<file path="src/pkg/mrd_pkg.sv">
package mrd_pkg;
   // array addressing
   localparam int ADDR_W = 24;
   localparam logic [23:0] ARRAY_TOP_DEF = 24'hFFFFFF;
   // read opcodes
   localparam logic [7:0] OP_FAST_READ = 8'h0B;
   localparam logic [7:0] OP_DUAL_OUTPUT_READ = 8'h3B;
   localparam logic [7:0] OP_DUAL_ADDR_DATA_READ = 8'hBB;
   localparam logic [7:0] OP_QUAD_OUTPUT_READ = 8'h6B;
   localparam logic [7:0] OP_QUAD_ADDR_DATA_READ = 8'hEB;
   localparam logic [7:0] OP_QUAD_READ_SHORT_DUMMY = 8'hE7;
   // configuration register dummy-select field positions
   localparam int DUMMY_SELECT_LOW_POS = 6;
   localparam int DUMMY_SELECT_HIGH_POS = 7;
   // lane widths
   localparam logic [2:0] LANES_1 = 3'h1;
   localparam logic [2:0] LANES_2 = 3'h2;
   localparam logic [2:0] LANES_4 = 3'h4;
   // serial clock counts
   localparam logic [4:0] CMD_CLKS_SPI = 5'h08;
   localparam logic [4:0] CMD_CLKS_QUAD = 5'h02;
   localparam logic [4:0] ADDR_CLKS_1 = 5'h18;
   localparam logic [4:0] ADDR_CLKS_2 = 5'h0C;
   localparam logic [4:0] ADDR_CLKS_4 = 5'h06;
   localparam logic [3:0] EXIT_ONES_CLKS = 4'h8;
   localparam logic [3:0] EXIT_BROKEN = 4'hF;
   localparam logic [3:0] SHORT_DUMMY_CLKS = 4'h4;
   // dummy clocks indexed by the dummy-select field
   localparam logic [3:0] DUMMY_OUT_TBL [0:3] = '{4'h8, 4'h6, 4'h8, 4'hA};
   localparam logic [3:0] DUMMY_DUAL_IO_TBL [0:3] =
      '{4'h4, 4'h6, 4'h8, 4'hA};
   localparam logic [3:0] DUMMY_QUAD_IO_TBL [0:3] =
      '{4'h6, 4'h4, 4'h8, 4'hA};

   // decoded read form
   typedef struct packed {
      logic valid;
      logic [2:0] addr_w;
      logic [2:0] data_w;
      logic [3:0] dummy;
      logic indicator;
   } mrd_form_type;

   typedef enum logic [2:0] {
      ST_IDLE,
      ST_CMD,
      ST_ADDR,
      ST_DUMMY,
      ST_DATA,
      ST_IGNORE
   } mrd_state_type;
endpackage : mrd_pkg

</file>
<file path="src/hdl/mrd_read_engine.sv">
`timescale 1ns/10ps
// Notes on behaviour
// - fast read: opcode, 3-byte address on rising edges, dummies, 1 bit/fall
// - address counter advances on the first fall of every data byte, as that byte is loaded
// - address past the top of the array wraps to zero, data continues
// - chip select high anytime ends the command and stops data drive
// - reads are ignored while an internal write cycle is busy
// - dual output read: address and dummies on line 0, 2 bits per fall
// - dual address/data read: address 2 bits per clock, 4 default dummies
// - quad output read: address on line 0, 8 dummies, 4 bits per fall
// - quad address/data read: address 4 bits per clock, 6 dummies
// - same quad address/data read accepted in quad command mode
// - opcode E7h is quad address/data read with 4 dummies, spi only
// - indicator nibbles complementing each other keep continuous-read mode
// - non-complementing indicator ends continuous mode after select cycles
// - dummy counts come from configuration bits 6 and 7, except the fixed 4 of E7h
// - any array byte is a legal start address
// - in continuous mode the first clocks after select are address bits
// - eight all-ones clocks on line 0 force exit from continuous mode
module mrd_read_engine #(
   parameter logic [23:0] ARRAY_TOP = mrd_pkg::ARRAY_TOP_DEF
) (
   input wire logic clk_in, // system clock
   input wire logic srst_in, // synchronous reset, active high
   input wire logic sclk_in, // serial clock from host
   input wire logic cs_n_in, // chip select, active low
   input wire logic [3:0] io_in, // io_line_3..io_line_0 pin levels
   output logic [3:0] io_out, // io line output values
   output logic [3:0] io_oe_out, // io line output enables
   input wire logic quad_enable_bit_in, // quad enable status bit
   input wire logic quad_command_mode_in, // quad command mode active
   input wire logic [7:0] config_reg_in, // configuration register
   input wire logic write_busy_in, // program/erase/status write busy
   input wire logic [7:0] mem_data_in, // array byte at mem_addr_out
   output logic [23:0] mem_addr_out, // array read address
   output logic cont_mode_out // continuous-read mode active
);
   // pin synchronisers: {cs, sclk, io[3:0]}
   logic [5:0] pin_s1_r;
   logic [5:0] pin_s2_r;
   logic [5:0] pin_s3_r;
   logic [5:0] pin_lvl_r;
   logic [5:0] pin_lvl_nxt;
   logic sclk_rise;
   logic sclk_fall;
   logic cs_rise;
   logic cs_fall;
   logic cs_high;
   logic [3:0] io_now;

   mrd_pkg::mrd_state_type state_r;
   mrd_pkg::mrd_form_type form_r;
   mrd_pkg::mrd_form_type cont_form_r;
   mrd_pkg::mrd_form_type op_form;
   logic [4:0] cnt_r;
   logic [7:0] cmd_r;
   logic [7:0] cmd_nxt;
   logic [23:0] addr_r;
   logic [23:0] addr_inc;
   logic [2:0] bit_r;
   logic [3:0] ind_hi_r;
   logic cont_r;
   logic cont_acc_r;
   logic [3:0] ones_cnt_r;
   logic [7:0] sh_r;
   logic [7:0] cur_byte;
   logic [3:0] io_r;
   logic [3:0] oe_r;
   logic [1:0] dsel;

   // shift w bits of the io lines into the low end of a value
   function automatic logic [23:0] shift_in(input logic [23:0] v,
                                            input logic [3:0] io,
                                            input logic [2:0] w);
      logic [23:0] r;
      r = {v[22:0], io[0]};
      if (w == mrd_pkg::LANES_2) begin
         r = {v[21:0], io[1:0]};
      end else if (w == mrd_pkg::LANES_4) begin
         r = {v[19:0], io[3:0]};
      end
      return r;
   endfunction : shift_in

   // rising-edge count of the address phase for a lane width
   function automatic logic [4:0] addr_clks(input logic [2:0] w);
      logic [4:0] r;
      r = mrd_pkg::ADDR_CLKS_1;
      if (w == mrd_pkg::LANES_2) begin
         r = mrd_pkg::ADDR_CLKS_2;
      end else if (w == mrd_pkg::LANES_4) begin
         r = mrd_pkg::ADDR_CLKS_4;
      end
      return r;
   endfunction : addr_clks

   // opcode decode into a read form; invalid forms are ignored
   function automatic mrd_pkg::mrd_form_type decode(input logic [7:0] op,
                                                    input logic quad_cmd,
                                                    input logic qe,
                                                    input logic [1:0] ds);
      mrd_pkg::mrd_form_type f;
      f = '0;
      if (quad_cmd) begin
         if (op == mrd_pkg::OP_QUAD_ADDR_DATA_READ) begin
            f = '{1'b1, mrd_pkg::LANES_4, mrd_pkg::LANES_4,
                  mrd_pkg::DUMMY_QUAD_IO_TBL[ds], 1'b1};
         end
      end else if (op == mrd_pkg::OP_FAST_READ) begin
         f = '{1'b1, mrd_pkg::LANES_1, mrd_pkg::LANES_1,
               mrd_pkg::DUMMY_OUT_TBL[ds], 1'b0};
      end else if (op == mrd_pkg::OP_DUAL_OUTPUT_READ) begin
         f = '{1'b1, mrd_pkg::LANES_1, mrd_pkg::LANES_2,
               mrd_pkg::DUMMY_OUT_TBL[ds], 1'b0};
      end else if (op == mrd_pkg::OP_DUAL_ADDR_DATA_READ) begin
         f = '{1'b1, mrd_pkg::LANES_2, mrd_pkg::LANES_2,
               mrd_pkg::DUMMY_DUAL_IO_TBL[ds], 1'b0};
      end else if (op == mrd_pkg::OP_QUAD_OUTPUT_READ) begin
         f = '{qe, mrd_pkg::LANES_1, mrd_pkg::LANES_4,
               mrd_pkg::DUMMY_OUT_TBL[ds], 1'b0};
      end else if (op == mrd_pkg::OP_QUAD_ADDR_DATA_READ) begin
         f = '{qe, mrd_pkg::LANES_4, mrd_pkg::LANES_4,
               mrd_pkg::DUMMY_QUAD_IO_TBL[ds], 1'b1};
      end else if (op == mrd_pkg::OP_QUAD_READ_SHORT_DUMMY) begin
         f = '{qe, mrd_pkg::LANES_4, mrd_pkg::LANES_4,
               mrd_pkg::SHORT_DUMMY_CLKS, 1'b1};
      end
      return f;
   endfunction : decode

   // three-stage pin synchroniser
   always_ff @(posedge clk_in) begin
      if (srst_in) begin
         pin_s1_r <= 6'h20;
         pin_s2_r <= 6'h20;
         pin_s3_r <= 6'h20;
         pin_lvl_r <= 6'h20;
      end else begin
         pin_s1_r <= {cs_n_in, sclk_in, io_in};
         pin_s2_r <= pin_s1_r;
         pin_s3_r <= pin_s2_r;
         pin_lvl_r <= pin_lvl_nxt;
      end
   end

   // a level counts once stages two and three agree
   assign pin_lvl_nxt = (pin_s3_r & ~(pin_s2_r ^ pin_s3_r)) |
                        (pin_lvl_r & (pin_s2_r ^ pin_s3_r));
   assign cs_high = pin_lvl_nxt[5];
   assign cs_rise = pin_lvl_nxt[5] & ~pin_lvl_r[5];
   assign cs_fall = ~pin_lvl_nxt[5] & pin_lvl_r[5];
   assign sclk_rise = pin_lvl_nxt[4] & ~pin_lvl_r[4];
   assign sclk_fall = ~pin_lvl_nxt[4] & pin_lvl_r[4];
   assign io_now = pin_lvl_nxt[3:0];

   // decode helpers
   assign dsel = {config_reg_in[mrd_pkg::DUMMY_SELECT_HIGH_POS],
                  config_reg_in[mrd_pkg::DUMMY_SELECT_LOW_POS]};
   assign cmd_nxt = quad_command_mode_in ? {cmd_r[3:0], io_now}
                                         : {cmd_r[6:0], io_now[0]};
   assign op_form = decode(cmd_nxt, quad_command_mode_in,
                           quad_enable_bit_in, dsel);
   assign addr_inc = (addr_r == ARRAY_TOP) ? 24'h000000
                                           : addr_r + 24'h000001;
   assign cur_byte = (bit_r == 3'h0) ? mem_data_in : sh_r;

   // command sequencer, address counter and byte position
   always_ff @(posedge clk_in) begin
      if (srst_in) begin
         state_r <= mrd_pkg::ST_IDLE;
         form_r <= '0;
         cnt_r <= 5'h00;
         cmd_r <= 8'h00;
         addr_r <= 24'h000000;
         bit_r <= 3'h0;
         ind_hi_r <= 4'h0;
      end else if (cs_high) begin
         state_r <= mrd_pkg::ST_IDLE;
      end else if (cs_fall) begin
         cnt_r <= 5'h00;
         cmd_r <= 8'h00;
         bit_r <= 3'h0;
         if (cont_r) begin
            form_r <= cont_form_r;
            state_r <= write_busy_in ? mrd_pkg::ST_IGNORE
                                     : mrd_pkg::ST_ADDR;
         end else begin
            state_r <= mrd_pkg::ST_CMD;
         end
      end else if (sclk_rise) begin
         case (state_r)
            mrd_pkg::ST_CMD: begin
               cmd_r <= cmd_nxt;
               cnt_r <= cnt_r + 5'h01;
               if (cnt_r == (quad_command_mode_in ? mrd_pkg::CMD_CLKS_QUAD
                             : mrd_pkg::CMD_CLKS_SPI) - 5'h01) begin
                  cnt_r <= 5'h00;
                  form_r <= op_form;
                  if (!op_form.valid || write_busy_in) begin
                     state_r <= mrd_pkg::ST_IGNORE;
                  end else begin
                     state_r <= mrd_pkg::ST_ADDR;
                  end
               end
            end
            mrd_pkg::ST_ADDR: begin
               addr_r <= shift_in(addr_r, io_now, form_r.addr_w);
               cnt_r <= cnt_r + 5'h01;
               if (cnt_r == addr_clks(form_r.addr_w) - 5'h01) begin
                  cnt_r <= 5'h00;
                  state_r <= mrd_pkg::ST_DUMMY;
               end
            end
            mrd_pkg::ST_DUMMY: begin
               cnt_r <= cnt_r + 5'h01;
               if (form_r.indicator && cnt_r == 5'h00) begin
                  ind_hi_r <= io_now;
               end
               if (cnt_r == {1'b0, form_r.dummy} - 5'h01) begin
                  cnt_r <= 5'h00;
                  bit_r <= 3'h0;
                  state_r <= mrd_pkg::ST_DATA;
               end
            end
            default: begin
               state_r <= state_r;
            end
         endcase
      end else if (sclk_fall && state_r == mrd_pkg::ST_DATA) begin
         bit_r <= bit_r + form_r.data_w;
         if (bit_r == 3'h0) begin
            addr_r <= addr_inc;
         end
      end
   end

   // continuous-read mode flag and forced exit detection
   always_ff @(posedge clk_in) begin
      if (srst_in) begin
         cont_r <= 1'b0;
         cont_form_r <= '0;
         cont_acc_r <= 1'b0;
         ones_cnt_r <= 4'h0;
      end else if (cs_rise) begin
         cont_acc_r <= 1'b0;
         if (cont_acc_r && ones_cnt_r == mrd_pkg::EXIT_ONES_CLKS) begin
            cont_r <= 1'b0;
         end
      end else if (cs_fall) begin
         cont_acc_r <= cont_r;
         ones_cnt_r <= 4'h0;
      end else if (sclk_rise) begin
         if (cont_acc_r && ones_cnt_r < mrd_pkg::EXIT_ONES_CLKS) begin
            ones_cnt_r <= io_now[0] ? ones_cnt_r + 4'h1
                                    : mrd_pkg::EXIT_BROKEN;
         end
         if (state_r == mrd_pkg::ST_DUMMY && form_r.indicator &&
             cnt_r == 5'h01) begin
            cont_r <= (ind_hi_r == ~io_now);
            cont_form_r <= form_r;
         end
      end
   end

   // data shifter: new bits on each falling edge of the data phase
   always_ff @(posedge clk_in) begin
      if (srst_in || cs_high) begin
         sh_r <= 8'h00;
         io_r <= 4'h0;
         oe_r <= 4'h0;
      end else if (state_r != mrd_pkg::ST_DATA) begin
         oe_r <= 4'h0;
      end else if (sclk_fall) begin
         if (form_r.data_w == mrd_pkg::LANES_4) begin
            io_r <= cur_byte[7:4];
            oe_r <= 4'hF;
            sh_r <= {cur_byte[3:0], 4'h0};
         end else if (form_r.data_w == mrd_pkg::LANES_2) begin
            io_r <= {2'b00, cur_byte[7:6]};
            oe_r <= 4'h3;
            sh_r <= {cur_byte[5:0], 2'b00};
         end else begin
            io_r <= {2'b00, cur_byte[7], 1'b0};
            oe_r <= 4'h2;
            sh_r <= {cur_byte[6:0], 1'b0};
         end
      end
   end

   // outputs straight from flip-flops
   assign io_out = io_r;
   assign io_oe_out = oe_r;
   assign mem_addr_out = addr_r;
   assign cont_mode_out = cont_r;
endmodule : mrd_read_engine

</file>
<file path="config.mk">
export PLATFORM = sky130hd
export DESIGN_NAME = mrd_read_engine
export DESIGN_NICKNAME = d
export VERILOG_FILES = /design/src/pkg/mrd_pkg.sv /design/src/hdl/mrd_read_engine.sv
export SDC_FILE = /design/constraint.sdc
export NUM_CORES = 1
export LEC_CHECK = 0
export BUFFER_PORTS_ARGS = -buffer_cell sky130_fd_sc_hd__buf_2
export CAP_MARGIN = 10
export CORE_ASPECT_RATIO = 1.75
export CORE_UTILIZATION = 35
export CTS_BUF_LIST = sky130_fd_sc_hd__clkbuf_16
export DETAILED_ROUTE_END_ITERATION = 8
export GPL_ROUTABILITY_DRIVEN = 0
export HOLD_SLACK_MARGIN = 0.15
export PLACE_DENSITY = 0.59
export SLEW_MARGIN = 20
export SYNTH_ARGS = -nofsm -noshare
export SYNTH_HDL_FRONTEND = slang
export SYNTH_SLANG_ARGS = --single-unit
</file>
<file path="constraint.sdc">
create_clock -name clk_in -period 4.2 [get_ports clk_in]
set_clock_uncertainty 0.05 [all_clocks]
set_input_delay 0 -clock clk_in [delete_from_list [all_inputs] [get_ports clk_in]]
set_output_delay 0 -clock clk_in [all_outputs]
set_load 0.005 [all_outputs]
</file>
==> impl_metrics.toml, run 1 <==
[synth]
yosys.cell_types.count = 72
yosysTopAreaCell = "dfxtp_1"
synthArstFlopShare_pct = 0
netlist_instances = 793
ys_seq_area_share_pct = 35.4
ys.warnings.count = 0
synth_area_leaders = "dfxtp_1 (35%), nor2_1 (5.4%), mux2i_1 (4.4%)"
synth.avg_cell_area_um2 = 8.00
synth_area_mm2 = 0.00634
synth_seq_cells = 112
synth_edf_count = 0
synth-main-ff-cell = "dfxtp_1"
yosysMostFrequentCell = "dfxtp_1"
synth_commonest_cells = "dfxtp_1 (112), nor2_1 (91), clkbuf_1 (53)"
synth_top_area_share_pct = 35.4
syn-num-nets = 833

[sta]
fin_crit_ns = 2.99
final_max_slew_viol_count = 0
final_hold_viol_count = 0
setup_tns_ns = 0
slew-limit-headroom_pct = 32.3
finalCritPeriodShare_pct = 71.2
worstMarginPinSlew_ns = 1.01
finalSetupViolCount = 0
worst_slack_ns = 1.21
hold_ws_ns = 0.192
clock.fmax_mhz = 335
rsz0062_at_grt = "false"

[setup_path]
start_kind = "flop"
end_kind = "flop"
crit_chain = "maj3_2 > mux2_4 > or4b_1 > nor4b_2 > nand2b_1 > a211oi_1 > dlygate4sd3_1"
reg2reg_depth = 7
ff2ff_setup_slack_ns = 1.21
critPathKind = "reg2reg"
max_stage_delay_ns = 0.70
required_ns = 4.45
cpMaxStageDelayCell = "or4b_1"
path_max_fanout = 9
r2r_start = "pin_s2_r[2]$_SDFF_PP0_"
arrival_ns = 3.24
rr_endpoint = "form_r[4]$_SDFFE_PP0P_"
startpoint = "pin_s2_r[2]$_SDFF_PP0_"
crit_end = "form_r[4]$_SDFFE_PP0P_"

[flow_run]
drv_cap = 0

[die]
start_util_pct = 36.0
core_mm2 = 0.0176
io_pins = 60
die_area_mm2 = 0.0187
die-height_um = 180
rows = 64
die_x_um = 104

[routing]
via_per_inst = 5.67
route.top_layer_used = "met4"
first_pass_iters = 5
met1_length_um = 7300
routed-wl-met3_um = 549
antenna_left = 0
vias = 6001
route.met2.wl_um = 9400
drc = 0
drt_iter0_drc = 310
detail_route.wirelength_um = 17700
wl_per_cell_um = 16.7

[clock_tree]
cts_buffers = 9
clock_path_buffers = 2
clk-insertion-delay-late_ns = 0.36
post_cts_buffers = 0
cts_tree = "done"
cts_root_buf = "clkbuf_16"
clock-sinks = 112
h-tree-depth = 3
cts.clk_slew.worst_paths_ns = 0.08
post_cts_resized = 0

[grt]
grt_pass1_wl_um = 29400
overflow = 0
grt_pass1_vias = 5803
grt_start_max_net_pins = 51
antenna_found_initial = 0
grtUsageTotal_pct = 19.2

[pwr]
power_mw = 2.09
p_per_area_mw_per_mm2 = 290
ir_worst_vdd_mv = 0.161
leakage_nw = 2.65

[cells_and_area]
finalInstanceArea_mm2 = 0.00721
fin_nets = 862
antennaDiodeCount = 0
area_delta_synth_final_pct = 13.6
layout-drive-gt1-share_pct = 12.6

[placed_design]
hpwl_um = 12300
portBuffers = 53
postPlaceCellArea_mm2 = 0.00671
dpl_worst_slack_ns = 1.39

[min_path]
hold_path_class = "in2reg"

[status]
status = "complete, no violations"
## how the worst min path moves through the flow
stage / startpoint / endpoint / slack, ns / cells past startpoint
2_1_floorplan: cs_n_in / pin_s1_r[5]$_SDFF_PP1_ / 0.05 / 1
3_3_place_gp: cs_n_in / pin_s1_r[5]$_SDFF_PP1_ / 0.13 / 2
3_5_place_dp: cs_n_in / pin_s1_r[5]$_SDFF_PP1_ / 0.14 / 2
4_1_cts: mem_data_in[5] / sh_r[6]$_SDFFE_PP0P_ / 0.17 / 4
5_1_grt: mem_data_in[5] / sh_r[7]$_SDFFE_PP0P_ / 0.20 / 4
6_report: mem_data_in[5] / sh_r[6]$_SDFFE_PP0P_ / 0.19 / 4
## through the flow
step                      util [%]  std cells
after global routing          40.9       1058
after CTS                     40.9       1058
after global placement        38.1       1023
final                         40.9       1058
after floorplan                  -        793
after detailed placement      38.1       1023
## critical path, delay by kind of cell, from the launching register on
family / cells / cell delay [ns]
AND/OR/NAND/NOR: 3 / 1.12
buffers and inverters: 1 / 0.58
adder cells (fa/ha/maj): 1 / 0.37
flip-flops: 1 / 0.32
multiplexers: 1 / 0.29
AO/OA/AOI/OAI: 1 / 0.21
## state kept, by name, summed over array words and instances (netlist names), 4 cells and up
signal,flops
sh_r,7
ones_cnt_r,4
pin_lvl_r,6
mem_addr_out,24
io_out,4
pin_s2_r,6
ind_hi_r,4
form_r,11
cont_form_r,11
cnt_r,5
pin_s1_r,6
cmd_r,7
pin_s3_r,6
## cell families (layout without fill, tap and decap cells)
logic type	Yosys count	in the layout	share of synthesized area [%]
muxes	34	34	5.54
xor gates and xnor gates	14	14	1.93
AOI/OAI and AO/OA	221	221	23.6
buffers and inverters	96	130	5.92
adders and majority gates	17	17	3.33
and+or+nand+nor	299	299	24.3
DFF	112	112	35.4
## final cells by class
| type | instances | area [um^2] |
|---|---|---|
| well taps | 231 | 289 |
| repair buffers | 81 | 523 |
| clock buffers | 9 | 225 |
| flip-flops and latches | 112 | 2240 |
| fillers | 1868 | 10400 |
| inverters | 33 | 124 |
| clock inverters | 7 | 78.8 |
| multi-input cells | 585 | 3720 |
## metal layers
| metal | global-route usage [%] | up-vias |
|---|---|---|
| met4 | 8.17 | 0 |
| met5 | 0 | - |
| met2 | 36.5 | 151 |
| met3 | 2.28 | 36 |
| met1 | 21.1 | 2856 |
| li1 | - | 2958 |
## power by group
group	switching, mW	total [mW]	internal (mW)
sequential	0.00625	1.08	1.07
combinational	0.0598	0.110	0.0500
clock	0.430	0.903	0.472
## layout by cell type (no fill, tap or decap), types with 10 or more instances in the layout
cell type,netlist,layout
a21oi_1,51,51
a31oi_1,15,15
buf_2,6,53
dfxtp_1,112,112
dlygate4sd3_1,0,19
ha_1,12,12
inv_1,30,30
mux2i_1,28,28
nand2_1,41,41
nand2b_1,12,12
nand3_1,25,25
nand4_1,10,10
nor2_1,91,91
nor2b_1,22,22
nor3_1,37,37
o21ai_0,36,36
o22ai_1,22,22
## repair_timing
action                     CTS  global route
hold endpoints to repair    35             0
setup endpoints to repair    0             0
hold buffers                19             0
Note: power is estimated with default switching activity, not from simulation.
==> run 2, diff against run 1 <==
--- a/config.mk
+++ b/config.mk
@@ -13,7 +13,7 @@
 export DETAILED_ROUTE_END_ITERATION = 8
 export GPL_ROUTABILITY_DRIVEN = 0
 export HOLD_SLACK_MARGIN = 0.15
-export PLACE_DENSITY = 0.59
+export PLACE_DENSITY = 0.61
 export SLEW_MARGIN = 20
 export SYNTH_ARGS = -nofsm -noshare
 export SYNTH_HDL_FRONTEND = slang
==> constraint.sdc (replaced) <==
create_clock -name clk_in -period 2.55 [get_ports clk_in]
set_clock_uncertainty 0.05 [all_clocks]
set_input_delay 0 -clock clk_in [delete_from_list [all_inputs] [get_ports clk_in]]
set_output_delay 0 -clock clk_in [all_outputs]
set_load 0.005 [all_outputs]
==> run 2 against run 1 <==
Cell area rose by 5.2%. Sequential cell count unchanged. Power increased by 64%. Die area unchanged. First-iteration DRC count increased by 24%. Non-clock buffer count up 49. Core utilization grew 2.1 points. Via count increased by 3.6%. Fmax up 25%. Sequential share of layout area decreased by 1.5 points. Hold slack better by 0.0056 ns. Count of clock-buffer cells in the layout did not move.
==> impl_metrics.toml, run 2 (synthesis results as in run 1) <==
[die]
die-height_um = 180
die_x_um = 104
rows = 64
core_mm2 = 0.0176
die_area_mm2 = 0.0187
start_util_pct = 36.0
io_pins = 60

[grt]
grt_pass1_wl_um = 30400
overflow = 0
grtUsageTotal_pct = 20.3
grt_start_max_net_pins = 57
grt_pass1_vias = 5966
antenna_found_initial = 0

[pwr]
ir_worst_vdd_mv = 0.260
p_per_area_mw_per_mm2 = 453
leakage_nw = 2.90
power_mw = 3.43

[setup_path]
cp_num_buf_inv = 1
rr_endpoint = "form_r[10]$_SDFFE_PP0P_"
path_max_fanout = 5
ff2ff_setup_slack_ns = 0.15
reg2reg_depth = 7
crit_chain = "maj3_2 > mux2_4 > or4b_1 > buf_4 > nor3_2 > o31ai_1 > a311oi_1"
cpMaxStageDelayCell = "or4b_1"
critPathTopFamily = "simple AND/OR/NAND/NOR gates"
r2r_start = "pin_s2_r[2]$_SDFF_PP0_"
required_ns = 2.77
arrival_ns = 2.62
startpoint = "pin_s2_r[2]$_SDFF_PP0_"
critPathKind = "reg2reg"
max_stage_delay_ns = 0.59
start_kind = "flop"
end_kind = "flop"

[cells_and_area]
final_common_cell = "dfxtp_1"
layout_common_cells = "dfxtp_1 (112), nor2_1 (91), buf_4 (58)"
antennaDiodeCount = 0
layout-drive-gt1-share_pct = 17.7
seqCellArea_mm2 = 0.00224
area_delta_synth_final_pct = 19.5
multi_input_area_mm2 = 0.00373
largest_reg_flops = 24
fillers = 1818
fin_nets = 911

[sta]
rsz0062_at_grt = "false"
worstMarginPinSlew_ns = 0.785
finalSetupViolCount = 0
setup_tns_ns = 0
worst_slack_ns = 0.153
clock.fmax_mhz = 417
slew-limit-headroom_pct = 47.5
fin_crit_ns = 2.40
final_max_slew_viol_count = 0
finalCritPeriodShare_pct = 94.0
final_hold_viol_count = 0

[routing]
vias = 6216
detail_route.wirelength_um = 18600
first_pass_iters = 5
antenna_left = 0
via_per_inst = 5.62
drc = 0
wl_per_cell_um = 16.8
drt_iter0_drc = 384

[flow_run]
drv_cap = 0

[placed_design]
portBuffers = 53
dpl_worst_slack_ns = 0.182
hpwl_um = 13300

[min_path]
min_from = "quad_command_mode_in"
min_to = "form_r[4]$_SDFFE_PP0P_"
whs_path_depth = 4
hold_path_class = "in2reg"

[clock_tree]
cts_root_buf = "clkbuf_16"
clock-sinks = 112
post_cts_buffers = 0
cts_tree = "done"
clk-insertion-delay-late_ns = 0.36
cts_buffers = 9
clock_path_buffers = 2
cts.clk_slew.worst_paths_ns = 0.07
h-tree-depth = 3

[status]
status = "complete, no violations"
run 2: cell count changes in the layout (fill, tap and decap cells not counted):
cell	previous run	this run
buf_4	9	58
clkinv_1	2	1
clkinv_4	1	3
inv_6	1	2
inv_8	2	0
nor3_1	37	36
nor3_2	2	3
run 2: how the worst max path moves through the flow:
stage,end,cells past startpoint,slack [ns]
6_report,form_r[10]$_SDFFE_PP0P_,7,0.15
5_1_grt,form_r[0]$_SDFFE_PP0P_,7,0.04
4_1_cts,form_r[4]$_SDFFE_PP0P_,7,0.15
3_5_place_dp,form_r[4]$_SDFFE_PP0P_,7,0.18
3_3_place_gp,form_r[10]$_SDFFE_PP0P_,7,0.22
2_1_floorplan,form_r[3]$_SDFFE_PP0P_,7,0.24
run 2: final cells by class:
class | instances | area share, %
Inverter | 33 | 1.63
Multi-Input combinational cell | 585 | 49.2
Clock inverter | 7 | 1.04
Tap cell | 231 | 3.81
Sequential cell | 112 | 29.6
Clock buffer | 9 | 2.97
Timing Repair Buffer | 130 | 11.8
run 2: per-stage QoR:
| stage | instance area, um^2 | instances | hold slack, ns | utilization [%] |
|---|---|---|---|---|
| final | 7580 | 1107 | 0.197 | 43.0 |
| after global routing | 7580 | 1107 | 0.225 | 43.0 |
| after CTS | 7580 | 1107 | 0.187 | 43.0 |
| after detailed placement | 7080 | 1072 | 0.137 | 40.2 |
| after global placement | 7080 | 1072 | 0.135 | 40.2 |
| after floorplan | 6340 | 793 | 0.0538 | - |
run 2: timing repair:
| item | 4_1_cts | 5_1_grt |
|---|---|---|
| gates resized for setup | 0 | 0 |
| endpoints found under the setup margin | 0 | 1 |
| hold buffers | 19 | 0 |
| hold endpoints to repair | 30 | 0 |
run 2: per-layer routing:
metal	vias to the layer above	GRT usage (%)	wire length, um	part of all wire, %
met4	0	11.9	902	4.8
met2	179	37.5	9710	52
met3	57	2.75	647	3.5
met1	2918	21.7	7390	40
li1	3062	-	-	-
met5	-	0	0	0
run 2: worst min-delay path: stages:
cell      delay [ns]
buf_2           0.31
nor4b_2         0.11
nand2b_1        0.06
a211oi_1        0.06
run 2: where the power goes:
| part | leakage (nW) | switching (mW) | internal (mW) | total [mW] |
|---|---|---|---|---|
| registers | 0.905 | 0.0113 | 1.76 | 1.77 |
| clock network | 0.150 | 0.698 | 0.774 | 1.47 |
| logic | 1.84 | 0.101 | 0.0863 | 0.187 |
| total | 2.90 | 0.810 | 2.62 | 3.43 |
==> run 3, diff against run 2 <==
--- a/config.mk
+++ b/config.mk
@@ -8,12 +8,12 @@
 export BUFFER_PORTS_ARGS = -buffer_cell sky130_fd_sc_hd__buf_2
 export CAP_MARGIN = 10
 export CORE_ASPECT_RATIO = 1.75
-export CORE_UTILIZATION = 35
+export CORE_UTILIZATION = 54
 export CTS_BUF_LIST = sky130_fd_sc_hd__clkbuf_16
 export DETAILED_ROUTE_END_ITERATION = 8
 export GPL_ROUTABILITY_DRIVEN = 0
 export HOLD_SLACK_MARGIN = 0.15
-export PLACE_DENSITY = 0.61
+export PLACE_DENSITY = 0.84
 export SLEW_MARGIN = 20
 export SYNTH_ARGS = -nofsm -noshare
 export SYNTH_HDL_FRONTEND = slang
==> run 3 against run 2 <==
Sequential cell count unchanged. Critical path depth stayed put. The run now ends with DRC left. Non-clock buffer count down 8. Clock power decreased by 5%. Cell count decreased by 9.4%. Fmax up 1.5%. Sequential share of layout area grew 0.77 points. Die area is 35% lower. Via count up 3.4%. First-iteration DRC count rose by 52%. Register-to-register slack better by 0.04 ns.
==> impl_metrics.toml, run 3 (synthesis results as in run 1) <==
[die]
io_pins = 60
start_util_pct = 55.1
core_mm2 = 0.0115
die_area_mm2 = 0.0122
die_x_um = 83.9
rows = 52
die-height_um = 145

[setup_path]
arrival_ns = 2.57
critPathKind = "reg2reg"
path_max_fanout = 5
required_ns = 2.76
start_kind = "flop"
end_kind = "flop"

[sta]
setup_tns_ns = 0
final_max_slew_viol_count = 0
clock.fmax_mhz = 424
finalCritPeriodShare_pct = 92.6
slew-limit-headroom_pct = 49.0
fin_crit_ns = 2.36
final_hold_viol_count = 0
worstMarginPinSlew_ns = 0.762
worst_slack_ns = 0.189
finalSetupViolCount = 0
rsz0062_at_grt = "false"

[placed_design]
place_inst = 968
postPlaceCellArea_mm2 = 0.00690
hpwl_um = 12300
dpl_worst_slack_ns = 0.131
portBuffers = 53

[cells_and_area]
finalInstanceArea_mm2 = 0.00739
largest_reg_flops = 24
multi_input_area_mm2 = 0.00373
final_common_cell = "dfxtp_1"
layout-drive-gt1-share_pct = 16.9
fin_nets = 903
fin_cells = 1003
seqCellArea_mm2 = 0.00224
area_delta_synth_final_pct = 16.5
layout_common_cells = "dfxtp_1 (112), nor2_1 (91), buf_2 (53)"
fillers = 980
antennaDiodeCount = 0

[clock_tree]
cts_buffers = 9
h-tree-depth = 3
clock_path_buffers = 2
cts_tree = "done"
clk-insertion-delay-late_ns = 0.36
clock-sinks = 112
cts_root_buf = "clkbuf_16"
post_cts_buffers = 0
cts.clk_slew.worst_paths_ns = 0.07

[routing]
drt_iter0_drc = 585
detail_route.wirelength_um = 17900
vias = 6429
first_pass_iters = 9
routed-wl-met3_um = 1050
met1_length_um = 6520
via_per_inst = 6.41
wl_per_cell_um = 17.8
route.met2.wl_um = 9370
route.top_layer_used = "met4"
drc = 5
antenna_left = 0

[pwr]
power_mw = 3.35
ir_worst_vdd_mv = 0.292
leakage_nw = 2.84
p_per_area_mw_per_mm2 = 454

[grt]
grt_start_max_net_pins = 56
grtUsageTotal_pct = 29.9
antenna_found_initial = 0
overflow = 0
grt_pass1_vias = 6242
grt_pass1_wl_um = 29600

[status]
status = "finished with violations"
violations = "DRC"

[flow_run]
drv_cap = 0

[min_path]
hold_path_class = "in2reg"
-- run 3: cell count changes in the layout (fill, tap and decap cells not counted) --
cell       before  now
clkinv_2        1    0
or4b_4          0    1
clkinv_1        1    2
nor3_1         36   37
buf_4          58   50
nor3_2          3    2
o22ai_2         0    1
inv_8           0    2
or4b_1          1    0
o22ai_1        22   21
bufinv_16       1    0
inv_6           2    1
-- run 3: per-layer routing --
| layer | global-route usage [%] | vias to the layer above |
|---|---|---|
| met4 | 17.8 | 0 |
| met1 | 32.7 | 3005 |
| met2 | 53.9 | 301 |
| met3 | 4.42 | 79 |
| li1 | - | 3044 |
| met5 | 0 | - |
-- run 3: layout make-up --
cell class                 instances  area share, %
clock inverter                     7          0.830
clock buffer                       9           3.05
tap                              135           2.29
multi-input combinational        585           50.6
timing repair buffer             122           11.2
sequential                       112           30.4
inverter                          33           1.68
-- run 3: worst paths after layout --
path                     startpoint                      end  slack (ns)  cells past startpoint
max          pin_s2_r[2]$_SDFF_PP0_  form_r[10]$_SDFFE_PP0P_        0.19                      7
min reg2reg  pin_s1_r[5]$_SDFF_PP1_   pin_s2_r[5]$_SDFF_PP1_        0.36                      1
max reg2reg  pin_s2_r[2]$_SDFF_PP0_  form_r[10]$_SDFFE_PP0P_        0.19                      7
min            quad_command_mode_in    cmd_r[5]$_SDFFE_PP0P_        0.22                      5
-- run 3: metrics by stage --
stage,hold slack (ns),util [%]
5_1_grt,0.256,64.1
2_1_floorplan,0.0538,-
3_5_place_dp,0.137,59.9
6_report,0.224,64.1
3_3_place_gp,0.135,59.9
4_1_cts,0.201,64.0
-- run 3: what timing repair did --
item,in CTS,in global routing
setup endpoints to repair,0,2
hold endpoints to repair,31,0
hold buffers,19,0
resized for setup,0,2
-- run 3: where the power goes --
group	switching [mW]	total, mW	leakage (nW)	internal, mW
combinational	0.100	0.185	1.80	0.0847
clock	0.707	1.39	0.141	0.684
sequential	0.0116	1.78	0.905	1.76
total	0.819	3.35	2.84	2.53
-- run 3: critical path: stages (launching register included) --
cell and delay [ns]:
dfxtp_1 0.32, maj3_2 0.32, mux2_4 0.28, or4b_4 0.56
buf_4 0.18, nor3_2 0.20, o31ai_1 0.11, a311oi_1 0.26
